## src/core/slow_clock_pkg.sv

```systemverilog
// Constants and types for the slow clock source manager.
// Assumes a byte-wide special function register port on the CPU clock.
package slow_clock_pkg;

    // Register addresses on the special function register port
    localparam logic [7:0] ADDR_EXT_INT_FLAGS = 8'h91;
    localparam logic [7:0] ADDR_POWER_MGMT = 8'hc4;
    localparam logic [7:0] ADDR_ACTIVITY_STATUS = 8'hc5;

    // Field positions in extended_interrupt_flags
    localparam int SRC_SEL_BIT = 3;
    localparam int RING_FLAG_BIT = 2;

    // Field positions in power_management_control
    localparam int DIV_HI_BIT = 7;
    localparam int DIV_LO_BIT = 6;
    localparam int AUTO_RET_BIT = 5;
    localparam int XTAL_OFF_BIT = 3;

    // Field positions in activity_status
    localparam int PF_ACTIVE_BIT = 7;
    localparam int HIGH_ACTIVE_BIT = 6;
    localparam int LOW_ACTIVE_BIT = 5;
    localparam int XTAL_READY_BIT = 4;
    localparam int TX_BUSY_BIT = 1;
    localparam int RX_BUSY_BIT = 0;

    // Divider codes: input clocks per instruction cycle
    typedef enum logic [1:0] {
        DIV_RSVD = 2'h0,
        DIV_4 = 2'h1,
        DIV_64 = 2'h2,
        DIV_1024 = 2'h3
    } divider_t;

    // Input clocks per cycle for each divider
    localparam int CLOCKS_DIV_4 = 4;
    localparam int CLOCKS_DIV_64 = 64;
    localparam int CLOCKS_DIV_1024 = 1024;

    // Reset values
    localparam divider_t DIV_RESET = DIV_4;
    localparam logic SRC_SEL_RESET = 1'b1;
    localparam logic AUTO_RET_RESET = 1'b0;
    localparam logic XTAL_OFF_RESET = 1'b0;
    localparam logic XTAL_READY_RESET = 1'b1;

    // Crystal warm-up interval in crystal clocks
    localparam int XTAL_WARMUP_CLOCKS = 65536;

endpackage

```

## src/core/machine_cycle_divider.sv

```systemverilog
// Machine cycle tick generator: one pulse per instruction cycle.
// Assumes the divider code is stable between ticks except on switchback.
module machine_cycle_divider
    import slow_clock_pkg::*;
#(
    parameter int CNT_W = 10
) (
    input wire logic sys_clk_i,
    input wire logic rst_b_i,
    input wire slow_clock_pkg::divider_t divider_i,
    output logic cycle_tick_o
);

    logic [CNT_W-1:0] count;
    logic [CNT_W-1:0] last;

    // Terminal count; a reserved code never reaches here, treated as 4
    always_comb begin
        unique case (divider_i)
            DIV_64: last = CNT_W'(CLOCKS_DIV_64 - 1);
            DIV_1024: last = CNT_W'(CLOCKS_DIV_1024 - 1);
            default: last = CNT_W'(CLOCKS_DIV_4 - 1);
        endcase
    end

    // Free-running count; >= lets a shortened divider end a long cycle at once
    always_ff @(posedge sys_clk_i or negedge rst_b_i) begin
        if (!rst_b_i) begin
            count <= '0;
        end else if (count >= last) begin
            count <= '0;
        end else begin
            count <= count + CNT_W'(1);
        end
    end

    assign cycle_tick_o = (count >= last);

endmodule

```

## src/core/slow_clock_source_manager.sv

```systemverilog
// Slow clock source manager: divider, crystal/ring choice, switchback,
// write protection and crystal warm-up, behind three byte registers.
// Assumes the CPU core drives the register port and interrupt state
// on this same clock; all inputs are already synchronous.
module slow_clock_source_manager
    import slow_clock_pkg::*;
#(
    parameter int WARMUP_CYCLES = slow_clock_pkg::XTAL_WARMUP_CLOCKS,
    parameter int WARM_W = 17
) (
    input wire logic sys_clk_i,
    input wire logic rst_b_i,
    input wire logic [7:0] sfr_addr_i,
    input wire logic sfr_wr_i,
    input wire logic [7:0] sfr_wdata_i,
    input wire logic sfr_rd_i,
    output logic [7:0] sfr_rdata_o,
    input wire logic ext_int_pending_i,
    input wire logic ext_int_high_prio_i,
    input wire logic powerfail_level_active_i,
    input wire logic high_level_active_i,
    input wire logic low_level_active_i,
    input wire logic serial0_rx_enable_i,
    input wire logic serial0_start_edge_i,
    input wire logic serial0_rx_busy_i,
    input wire logic serial0_tx_busy_i,
    output logic cycle_tick_o,
    output logic ring_select_o,
    output logic crystal_amp_disable_o
);
    import slow_clock_pkg::*;

    divider_t div_field;
    divider_t div_active;
    logic auto_return_enable;
    logic clock_source_select;
    logic ring_active_flag;
    logic crystal_amp_disable;
    logic crystal_ready_flag;
    logic start_seen;
    logic [WARM_W-1:0] warm_count;
    logic [7:0] next_rdata;

    logic wr_pmr;
    logic wr_extended_interrupt_flags;
    logic serviceable_int;
    logic switchback;
    logic serial_lock;
    divider_t wr_div;
    logic div_write_ok;
    logic src_write_ok;
    logic xoff_write_ok;

    // Write address decode for the two writable registers
    assign wr_pmr = sfr_wr_i && (sfr_addr_i == ADDR_POWER_MGMT);
    assign wr_extended_interrupt_flags = sfr_wr_i && (sfr_addr_i == ADDR_EXT_INT_FLAGS);
    assign wr_div = divider_t'({sfr_wdata_i[DIV_HI_BIT], sfr_wdata_i[DIV_LO_BIT]});

    // Interrupt could really be taken: no equal or higher level in service
    assign serviceable_int = ext_int_pending_i && !powerfail_level_active_i
        && !high_level_active_i && (ext_int_high_prio_i || !low_level_active_i);

    // Auto return events; start edge needs the receiver enabled
    assign switchback = auto_return_enable && (serviceable_int
        || (serial0_start_edge_i && serial0_rx_enable_i));

    // UART activity locks out reduced rates
    assign serial_lock = serial0_rx_busy_i || serial0_tx_busy_i
        || (auto_return_enable && start_seen);

    // Divider write gating: reserved code ignored, slow codes only while running at 4;
    // checking the active divider too stops 64 -> 4 -> 1024 before the 4 took hold
    always_comb begin
        unique case (wr_div)
            DIV_RSVD: div_write_ok = 1'b0;
            DIV_4: div_write_ok = 1'b1;
            default: div_write_ok = (div_field == DIV_4) && (div_active == DIV_4)
                && !serial_lock;
        endcase
    end

    assign src_write_ok = !sfr_wdata_i[SRC_SEL_BIT]
        || (crystal_ready_flag && !crystal_amp_disable);
    assign xoff_write_ok = !sfr_wdata_i[XTAL_OFF_BIT] || !clock_source_select;

    // Start bit memory: held until the receiver goes idle, set wins
    always_ff @(posedge sys_clk_i or negedge rst_b_i) begin
        if (!rst_b_i) begin
            start_seen <= 1'b0;
        end else if (serial0_start_edge_i) begin
            start_seen <= 1'b1;
        end else if (!serial0_rx_busy_i) begin
            start_seen <= 1'b0;
        end
    end

    // Divider field; switchback overrides any write in the same cycle
    always_ff @(posedge sys_clk_i or negedge rst_b_i) begin
        if (!rst_b_i) begin
            div_field <= DIV_RESET;
        end else if (switchback) begin
            div_field <= DIV_4;
        end else if (wr_pmr && div_write_ok) begin
            div_field <= wr_div;
        end
    end

    // Active divider follows the field at the next cycle boundary
    always_ff @(posedge sys_clk_i or negedge rst_b_i) begin
        if (!rst_b_i) begin
            div_active <= DIV_RESET;
        end else if (switchback) begin
            div_active <= DIV_4;
        end else if (cycle_tick_o) begin
            div_active <= div_field;
        end
    end

    // Auto return enable is an unrestricted control bit
    always_ff @(posedge sys_clk_i or negedge rst_b_i) begin
        if (!rst_b_i) begin
            auto_return_enable <= AUTO_RET_RESET;
        end else if (wr_pmr) begin
            auto_return_enable <= sfr_wdata_i[AUTO_RET_BIT];
        end
    end

    // Crystal amplifier control
    always_ff @(posedge sys_clk_i or negedge rst_b_i) begin
        if (!rst_b_i) begin
            crystal_amp_disable <= XTAL_OFF_RESET;
        end else if (wr_pmr && xoff_write_ok) begin
            crystal_amp_disable <= sfr_wdata_i[XTAL_OFF_BIT];
        end
    end

    // Source select; switchback leaves it alone
    always_ff @(posedge sys_clk_i or negedge rst_b_i) begin
        if (!rst_b_i) begin
            clock_source_select <= SRC_SEL_RESET;
        end else if (wr_extended_interrupt_flags && src_write_ok) begin
            clock_source_select <= sfr_wdata_i[SRC_SEL_BIT];
        end
    end

    // Clock actually in use changes only on a cycle boundary
    always_ff @(posedge sys_clk_i or negedge rst_b_i) begin
        if (!rst_b_i) begin
            ring_active_flag <= !SRC_SEL_RESET;
        end else if (cycle_tick_o) begin
            ring_active_flag <= !clock_source_select;
        end
    end

    // Warm-up: ready drops while off, counts after restart
    always_ff @(posedge sys_clk_i or negedge rst_b_i) begin
        if (!rst_b_i) begin
            warm_count <= '0;
            crystal_ready_flag <= XTAL_READY_RESET;
        end else if (crystal_amp_disable) begin
            warm_count <= '0;
            crystal_ready_flag <= 1'b0;
        end else if (!crystal_ready_flag) begin
            if (warm_count == WARM_W'(WARMUP_CYCLES - 1)) begin
                crystal_ready_flag <= 1'b1;
            end else begin
                warm_count <= warm_count + WARM_W'(1);
            end
        end
    end

    // Read mux; unused bits read zero, unmapped addresses read zero
    always_comb begin
        next_rdata = 8'h00;
        unique case (sfr_addr_i)
            ADDR_EXT_INT_FLAGS: begin
                next_rdata[SRC_SEL_BIT] = clock_source_select;
                next_rdata[RING_FLAG_BIT] = ring_active_flag;
            end
            ADDR_POWER_MGMT: begin
                next_rdata[DIV_HI_BIT] = div_field[1];
                next_rdata[DIV_LO_BIT] = div_field[0];
                next_rdata[AUTO_RET_BIT] = auto_return_enable;
                next_rdata[XTAL_OFF_BIT] = crystal_amp_disable;
            end
            ADDR_ACTIVITY_STATUS: begin
                next_rdata[PF_ACTIVE_BIT] = powerfail_level_active_i;
                next_rdata[HIGH_ACTIVE_BIT] = high_level_active_i;
                next_rdata[LOW_ACTIVE_BIT] = low_level_active_i;
                next_rdata[XTAL_READY_BIT] = crystal_ready_flag;
                next_rdata[TX_BUSY_BIT] = serial0_tx_busy_i;
                next_rdata[RX_BUSY_BIT] = serial0_rx_busy_i;
            end
            default: next_rdata = 8'h00;
        endcase
    end

    // Read data registered; holds between reads
    always_ff @(posedge sys_clk_i or negedge rst_b_i) begin
        if (!rst_b_i) begin
            sfr_rdata_o <= 8'h00;
        end else if (sfr_rd_i) begin
            sfr_rdata_o <= next_rdata;
        end
    end

    // Same tick serves CPU and timers, whichever source runs
    machine_cycle_divider u_cycle_div (
        .sys_clk_i(sys_clk_i),
        .rst_b_i(rst_b_i),
        .divider_i(div_active),
        .cycle_tick_o(cycle_tick_o)
    );

    assign ring_select_o = ring_active_flag;
    assign crystal_amp_disable_o = crystal_amp_disable;

    // Reserved code leaves divider as it was
    chk_reserved_ignored: assert property (@(posedge sys_clk_i) disable iff (!rst_b_i)
        (wr_pmr && wr_div == DIV_RSVD && !switchback) |=> $stable(div_field))
        else $error("reserved divider code changed divider");

    // No direct hop from 64 to 1024
    chk_no_direct_slow: assert property (@(posedge sys_clk_i) disable iff (!rst_b_i)
        (div_field == DIV_64 && wr_pmr && wr_div == DIV_1024) |=> div_field != DIV_1024)
        else $error("divider went 64 to 1024 directly");

    // Busy serial port keeps the full rate
    chk_serial_protect: assert property (@(posedge sys_clk_i) disable iff (!rst_b_i)
        (div_field == DIV_4 && (serial0_rx_busy_i || serial0_tx_busy_i)) |=> div_field == DIV_4)
        else $error("divider slowed during serial activity");

    // Switchback restores 4 clocks on the next edge, source untouched
    chk_switchback_div: assert property (@(posedge sys_clk_i) disable iff (!rst_b_i)
        (switchback && !wr_extended_interrupt_flags) |=> (div_field == DIV_4 && div_active == DIV_4
        && clock_source_select == $past(clock_source_select)))
        else $error("switchback did not restore the 4 clock rate");

    // Blocked level gives no switchback
    chk_locked_out: assert property (@(posedge sys_clk_i) disable iff (!rst_b_i)
        (high_level_active_i && !serial0_start_edge_i) |-> !switchback)
        else $error("switchback from an unserviceable source");

    // Active divider changes only at a cycle boundary or switchback
    chk_div_delay: assert property (@(posedge sys_clk_i) disable iff (!rst_b_i)
        !$stable(div_active) |-> ($past(cycle_tick_o) || $past(switchback)))
        else $error("divider changed mid cycle");

    // Source switch follows the select within one full-rate cycle
    chk_source_follow: assert property (@(posedge sys_clk_i) disable iff (!rst_b_i)
        ($fell(clock_source_select) && div_active == DIV_4) |-> ##[1:4] ring_active_flag)
        else $error("ring not taken within one cycle");

    // Crystal select refused before ready
    chk_src_gate: assert property (@(posedge sys_clk_i) disable iff (!rst_b_i)
        (!clock_source_select && !crystal_ready_flag) |=> !clock_source_select)
        else $error("crystal selected before ready");

    // Amplifier off only with ring selected
    chk_xoff_gate: assert property (@(posedge sys_clk_i) disable iff (!rst_b_i)
        (clock_source_select && !crystal_amp_disable) |=> !crystal_amp_disable)
        else $error("crystal disabled while selected");

    // Ready never shows while the amplifier is off
    chk_ready_off: assert property (@(posedge sys_clk_i) disable iff (!rst_b_i)
        crystal_amp_disable |=> !crystal_ready_flag)
        else $error("crystal ready while amplifier off");

    // Enabled start bit restores 4 clocks on the next edge
    chk_start_return: assert property (@(posedge sys_clk_i) disable iff (!rst_b_i)
        (auto_return_enable && serial0_start_edge_i && serial0_rx_enable_i)
        |=> (div_field == DIV_4 && div_active == DIV_4))
        else $error("start bit did not restore the 4 clock rate");

    // Start bit already seen refuses a slow divider write
    chk_start_blocks: assert property (@(posedge sys_clk_i) disable iff (!rst_b_i)
        (wr_pmr && auto_return_enable && start_seen && div_field == DIV_4
        && (wr_div == DIV_64 || wr_div == DIV_1024)) |=> div_field == DIV_4)
        else $error("slow divider taken after a start bit");

    // Ring flag moves only at a cycle boundary
    chk_ring_boundary: assert property (@(posedge sys_clk_i) disable iff (!rst_b_i)
        !$stable(ring_active_flag) |-> $past(cycle_tick_o))
        else $error("ring flag changed mid cycle");

    // Crystal select is taken within one full-rate cycle
    chk_source_back: assert property (@(posedge sys_clk_i) disable iff (!rst_b_i)
        ($rose(clock_source_select) && div_active == DIV_4) |-> ##[1:4] !ring_active_flag)
        else $error("crystal not taken within one cycle");

endmodule

```

## config.mk

```make
export PLATFORM = sky130hd
export DESIGN_NAME = slow_clock_source_manager
export DESIGN_NICKNAME = d
export VERILOG_FILES = /design/src/core/slow_clock_pkg.sv /design/src/core/machine_cycle_divider.sv /design/src/core/slow_clock_source_manager.sv
export SDC_FILE = /design/constraint.sdc
export NUM_CORES = 1
export LEC_CHECK = 0
export BUFFER_PORTS_ARGS = -buffer_cell sky130_fd_sc_hd__buf_2
export CAP_MARGIN = 25
export CORE_ASPECT_RATIO = 1.4
export CORE_MARGIN = 2
export CORE_UTILIZATION = 45
export CTS_BUF_LIST = sky130_fd_sc_hd__clkbuf_16
export CTS_CLUSTER_SIZE = 30
export DETAILED_ROUTE_END_ITERATION = 12
export GPL_ROUTABILITY_DRIVEN = 0
export PLACE_DENSITY_LB_ADDON = 0.25
export SLEW_MARGIN = 20
export SYNTH_ARGS = -nofsm -noshare
export SYNTH_HDL_FRONTEND = slang
export SYNTH_SLANG_ARGS = --single-unit
```

## constraint.sdc

```tcl
create_clock -name sys_clk_i -period 2.6 [get_ports sys_clk_i]
set_input_delay 0.39 -clock sys_clk_i [delete_from_list [all_inputs] [get_ports sys_clk_i]]
set_output_delay 0.39 -clock sys_clk_i [all_outputs]
set_load 0.02 [all_outputs]
```

==> results.cfg <==
[clock_network]
cts_buffers = 5
cts_tree = done
clock_latency_ns = 0.29
cts_root_buf = clkbuf_16
clk_pin_slew_ns = 0.06
cts_buffer_depth = 2
h-tree-depth = 2
cts.sinks = 45
ctsHoldBuffers = 0

[timing]
maxSlewViolCount = 0
relSlewSlack_pct = 57.5
hold_viol_final = 0
setup_violations = 0
fin_worst_skew_ns = 0.00541
max_freq_mhz = 418
min_period_ns = 2.39
fin_tns_setup_ns = 0
tightest_slew_ns = 0.632
finalCritPeriodShare_pct = 92.0
rsz0062_at_grt = no

[logic_synthesis]
synth_edf_count = 0
synth-simple-area-share_pct = 20.5
syn_nets = 270
synth_seq_area_share_pct = 49.8
synth.ff_latch_count = 45
synth.cell_area_sq_um = 2270
synth-adder-area-share_pct = 3.85
synth-compound-area-share_pct = 12.4
synth_top_family_by_area = simple AND/OR/NAND/NOR gates
synth_xor_xnor_area_share_pct = 6.55
muxShareOfSynthArea_pct = 2.75
postSynthAreaPerCell_sq_um = 9.72
synthArstFlopShare_pct = 100
syn_inst = 234
ys_types = 41
ys_warn_count = 0
synth_ff_type = dfrtp_1

[routing]
post_drt_wl_per_cell_um = 13.5
route.antenna.remaining_nets = 0
drtIter0Drc = 64
drc = 0
via_count = 1852
routed_wl_um = 4650
routed_via_density = 5.38
drtPass1Iterations = 4

[grt]
grt_max_degree = 23
grt_antenna_before_repair = 0
grt-ovfl-total = 0
grt_pass1_wl_um = 8280
grt_pass1_vias = 1852
grt_use_total_pct = 19.0

[power]
seqPwrFrac_pct = 43.4
combPwrFrac_pct = 22.9
p_switching_w = 0.000612
vdd_drop_max_v = 0.000542
leakagePower_nw = 1.25
p_int_w = 0.00146
total_power_w = 0.00208
cellPowerDensity_nw_per_um2 = 751
p_clk_share_pct = 33.7
p_sw_share_pct = 29.5

[place]
hpwl_um = 3450
io_buffer_count = 35

[job]
cap_viol_max_count = 0

[cells_and_area]
layout-area-overhead-vs-synth_pct = 21.7
insertedDiodeCount = 0
drive_gt1_share_pct = 24.3
final_nets = 315

[die]
start_util_pct = 47.0
num_rows = 30
die_w_um = 64.1
die_h_um = 88.1
ioPinCount = 40
core_area_sq_um = 4840
dieArea_sq_um = 5640

[worst_setup_path]
cp.arrival_ns = 2.00
r2r-start = warm_count[4]$_DFFE_PN0P_
end_kind = primary output
worst-path-max-fanout = 4
required_ns = 2.21
worstSetupPathType = flop to primary output
startpoint = div_active[0]$_DFFE_PN1P_
critPathLaunchType = flop

[min_path]
min_path_type = input pin to asynchronous set/reset pin

[run_status]
status = completed
[synthesized netlist by cell type, types with 2 or more instances]
cell,number,area [sq um]
nor3_1,6,30.0
dfstp_2,4,105
dfrtp_1,41,1030
ha_1,7,87.6
xnor2_1,8,70.1
xor2_1,9,78.8
a22oi_1,4,30.0
nand3_1,12,60.1
mux2_2,2,22.5
o21ai_0,10,50.1
a211oi_1,3,22.5
mux2i_1,4,40.0
o31ai_1,3,22.5
nand4_1,7,43.8
or3_1,2,12.5
nand2b_1,3,18.8
or4_1,3,22.5
inv_1,19,71.3
clkbuf_1,5,18.8
a21oi_1,16,80.1
nand2_1,8,30.0
nor2_1,29,109
nor4_1,8,50.1
and3_1,4,25.0
[registers in the layout (all words and copies together) (netlist names)]
register	cells
crystal_ready_flag	1
crystal_amp_disable_o	1
div_active	2
auto_return_enable	1
ring_select_o	1
clock_source_select	1
div_field	2
u_cycle_div.count	10
sfr_rdata_o	8
warm_count	17
start_seen	1
[cell usage in the layout (no fill, tap or decap), types with 4 or more instances in the layout]
master / instances
ha_1: 6
o21ai_0: 10
xor2_1: 9
xnor2_1: 8
nor4_1: 8
inv_1: 20
nand2_1: 7
dfstp_2: 4
nor3_1: 4
buf_2: 35
mux2i_1: 4
a22oi_1: 4
dfrtp_1: 41
nor2_1: 29
clkbuf_16: 5
nand4_1: 7
buf_4: 9
nand3_1: 12
and3_1: 4
a21oi_1: 16
[worst max-delay path, cell delays in order, from the launching register on]
cell      delay [ns]
dfstp_2         0.56
nand2_2         0.10
ha_1            0.33
nand4_1         0.15
a211oi_2        0.24
nor3_2          0.10
inv_1           0.08
buf_2           0.16
[metrics by stage]
stage	instance area, sq um	utilization, %	setup WS [ns]	hold slack [ns]	cells
finish	2770	57.1	0.209	0.00579	344
global route	2770	57.1	0.0393	0.0193	344
CTS	2740	56.5	0.0444	0.0100	344
detailed placement	2570	53.1	0.352	0.321	336
global placement	2570	53.1	0.347	0.328	336
floorplan	2270	-	0.378	0.0944	234
[per-layer routing]
layer / up-vias / routed length, um / track usage, %
met2: 30 / 2490 / 33.4
li1: 925 / - / -
met3: 11 / 146 / 4.63
met4: 0 / 116 / 7.71
met1: 886 / 1900 / 22.2
met5: - / 0 / 0
[layout make-up]
class	instances	area (sq um)
Timing Repair Buffer	44	243
Clock buffer	5	125
Multi-Input combinational cell	164	1080
Tap cell	64	80.1
Clock inverter	3	38.8
Inverter	19	71.3
Sequential cell	45	1130
Fill cell	432	2080
[kinds of logic after synthesis]
kind of cell,count (synthesis)
simple gates,89
fa+ha+maj,7
xor+xnor,17
mux,6
compound gates,45
flops,45
buf+inv,25
[power groups by stage]
stage	registers (W)	clock network, W	logic [W]
floorplan	0.000890	0	0.000313
global placement	0.000909	0	0.000462
detailed placement	0.000910	0	0.000465
CTS	0.000898	0.000719	0.000468
global route	0.000918	0.000749	0.000546
finish	0.000901	0.000699	0.000476
[what timing repair did]
action,CTS,global route
setup buffers,0,0
setup endpoints to repair,0,1
resized for setup,0,5
[worst paths after layout]
kind | slack [ns] | cells after the start | end
max | 0.21 | 7 | cycle_tick_o
min | 0.006 | 1 | warm_count[3]$_DFFE_PN0P_
max reg2reg | 0.37 | 9 | warm_count[9]$_DFFE_PN0P_
min reg2reg | 0.45 | 1 | u_cycle_div.count[0]$_DFF_PN0_
max in group asynchronous | 1.95 | 2 | div_field[0]$_DFFE_PN1P_
min in group sys_clk_i | 0.32 | 2 | clock_source_select$_DFFE_PN1P_
Power figures use the tool's default switching activity.
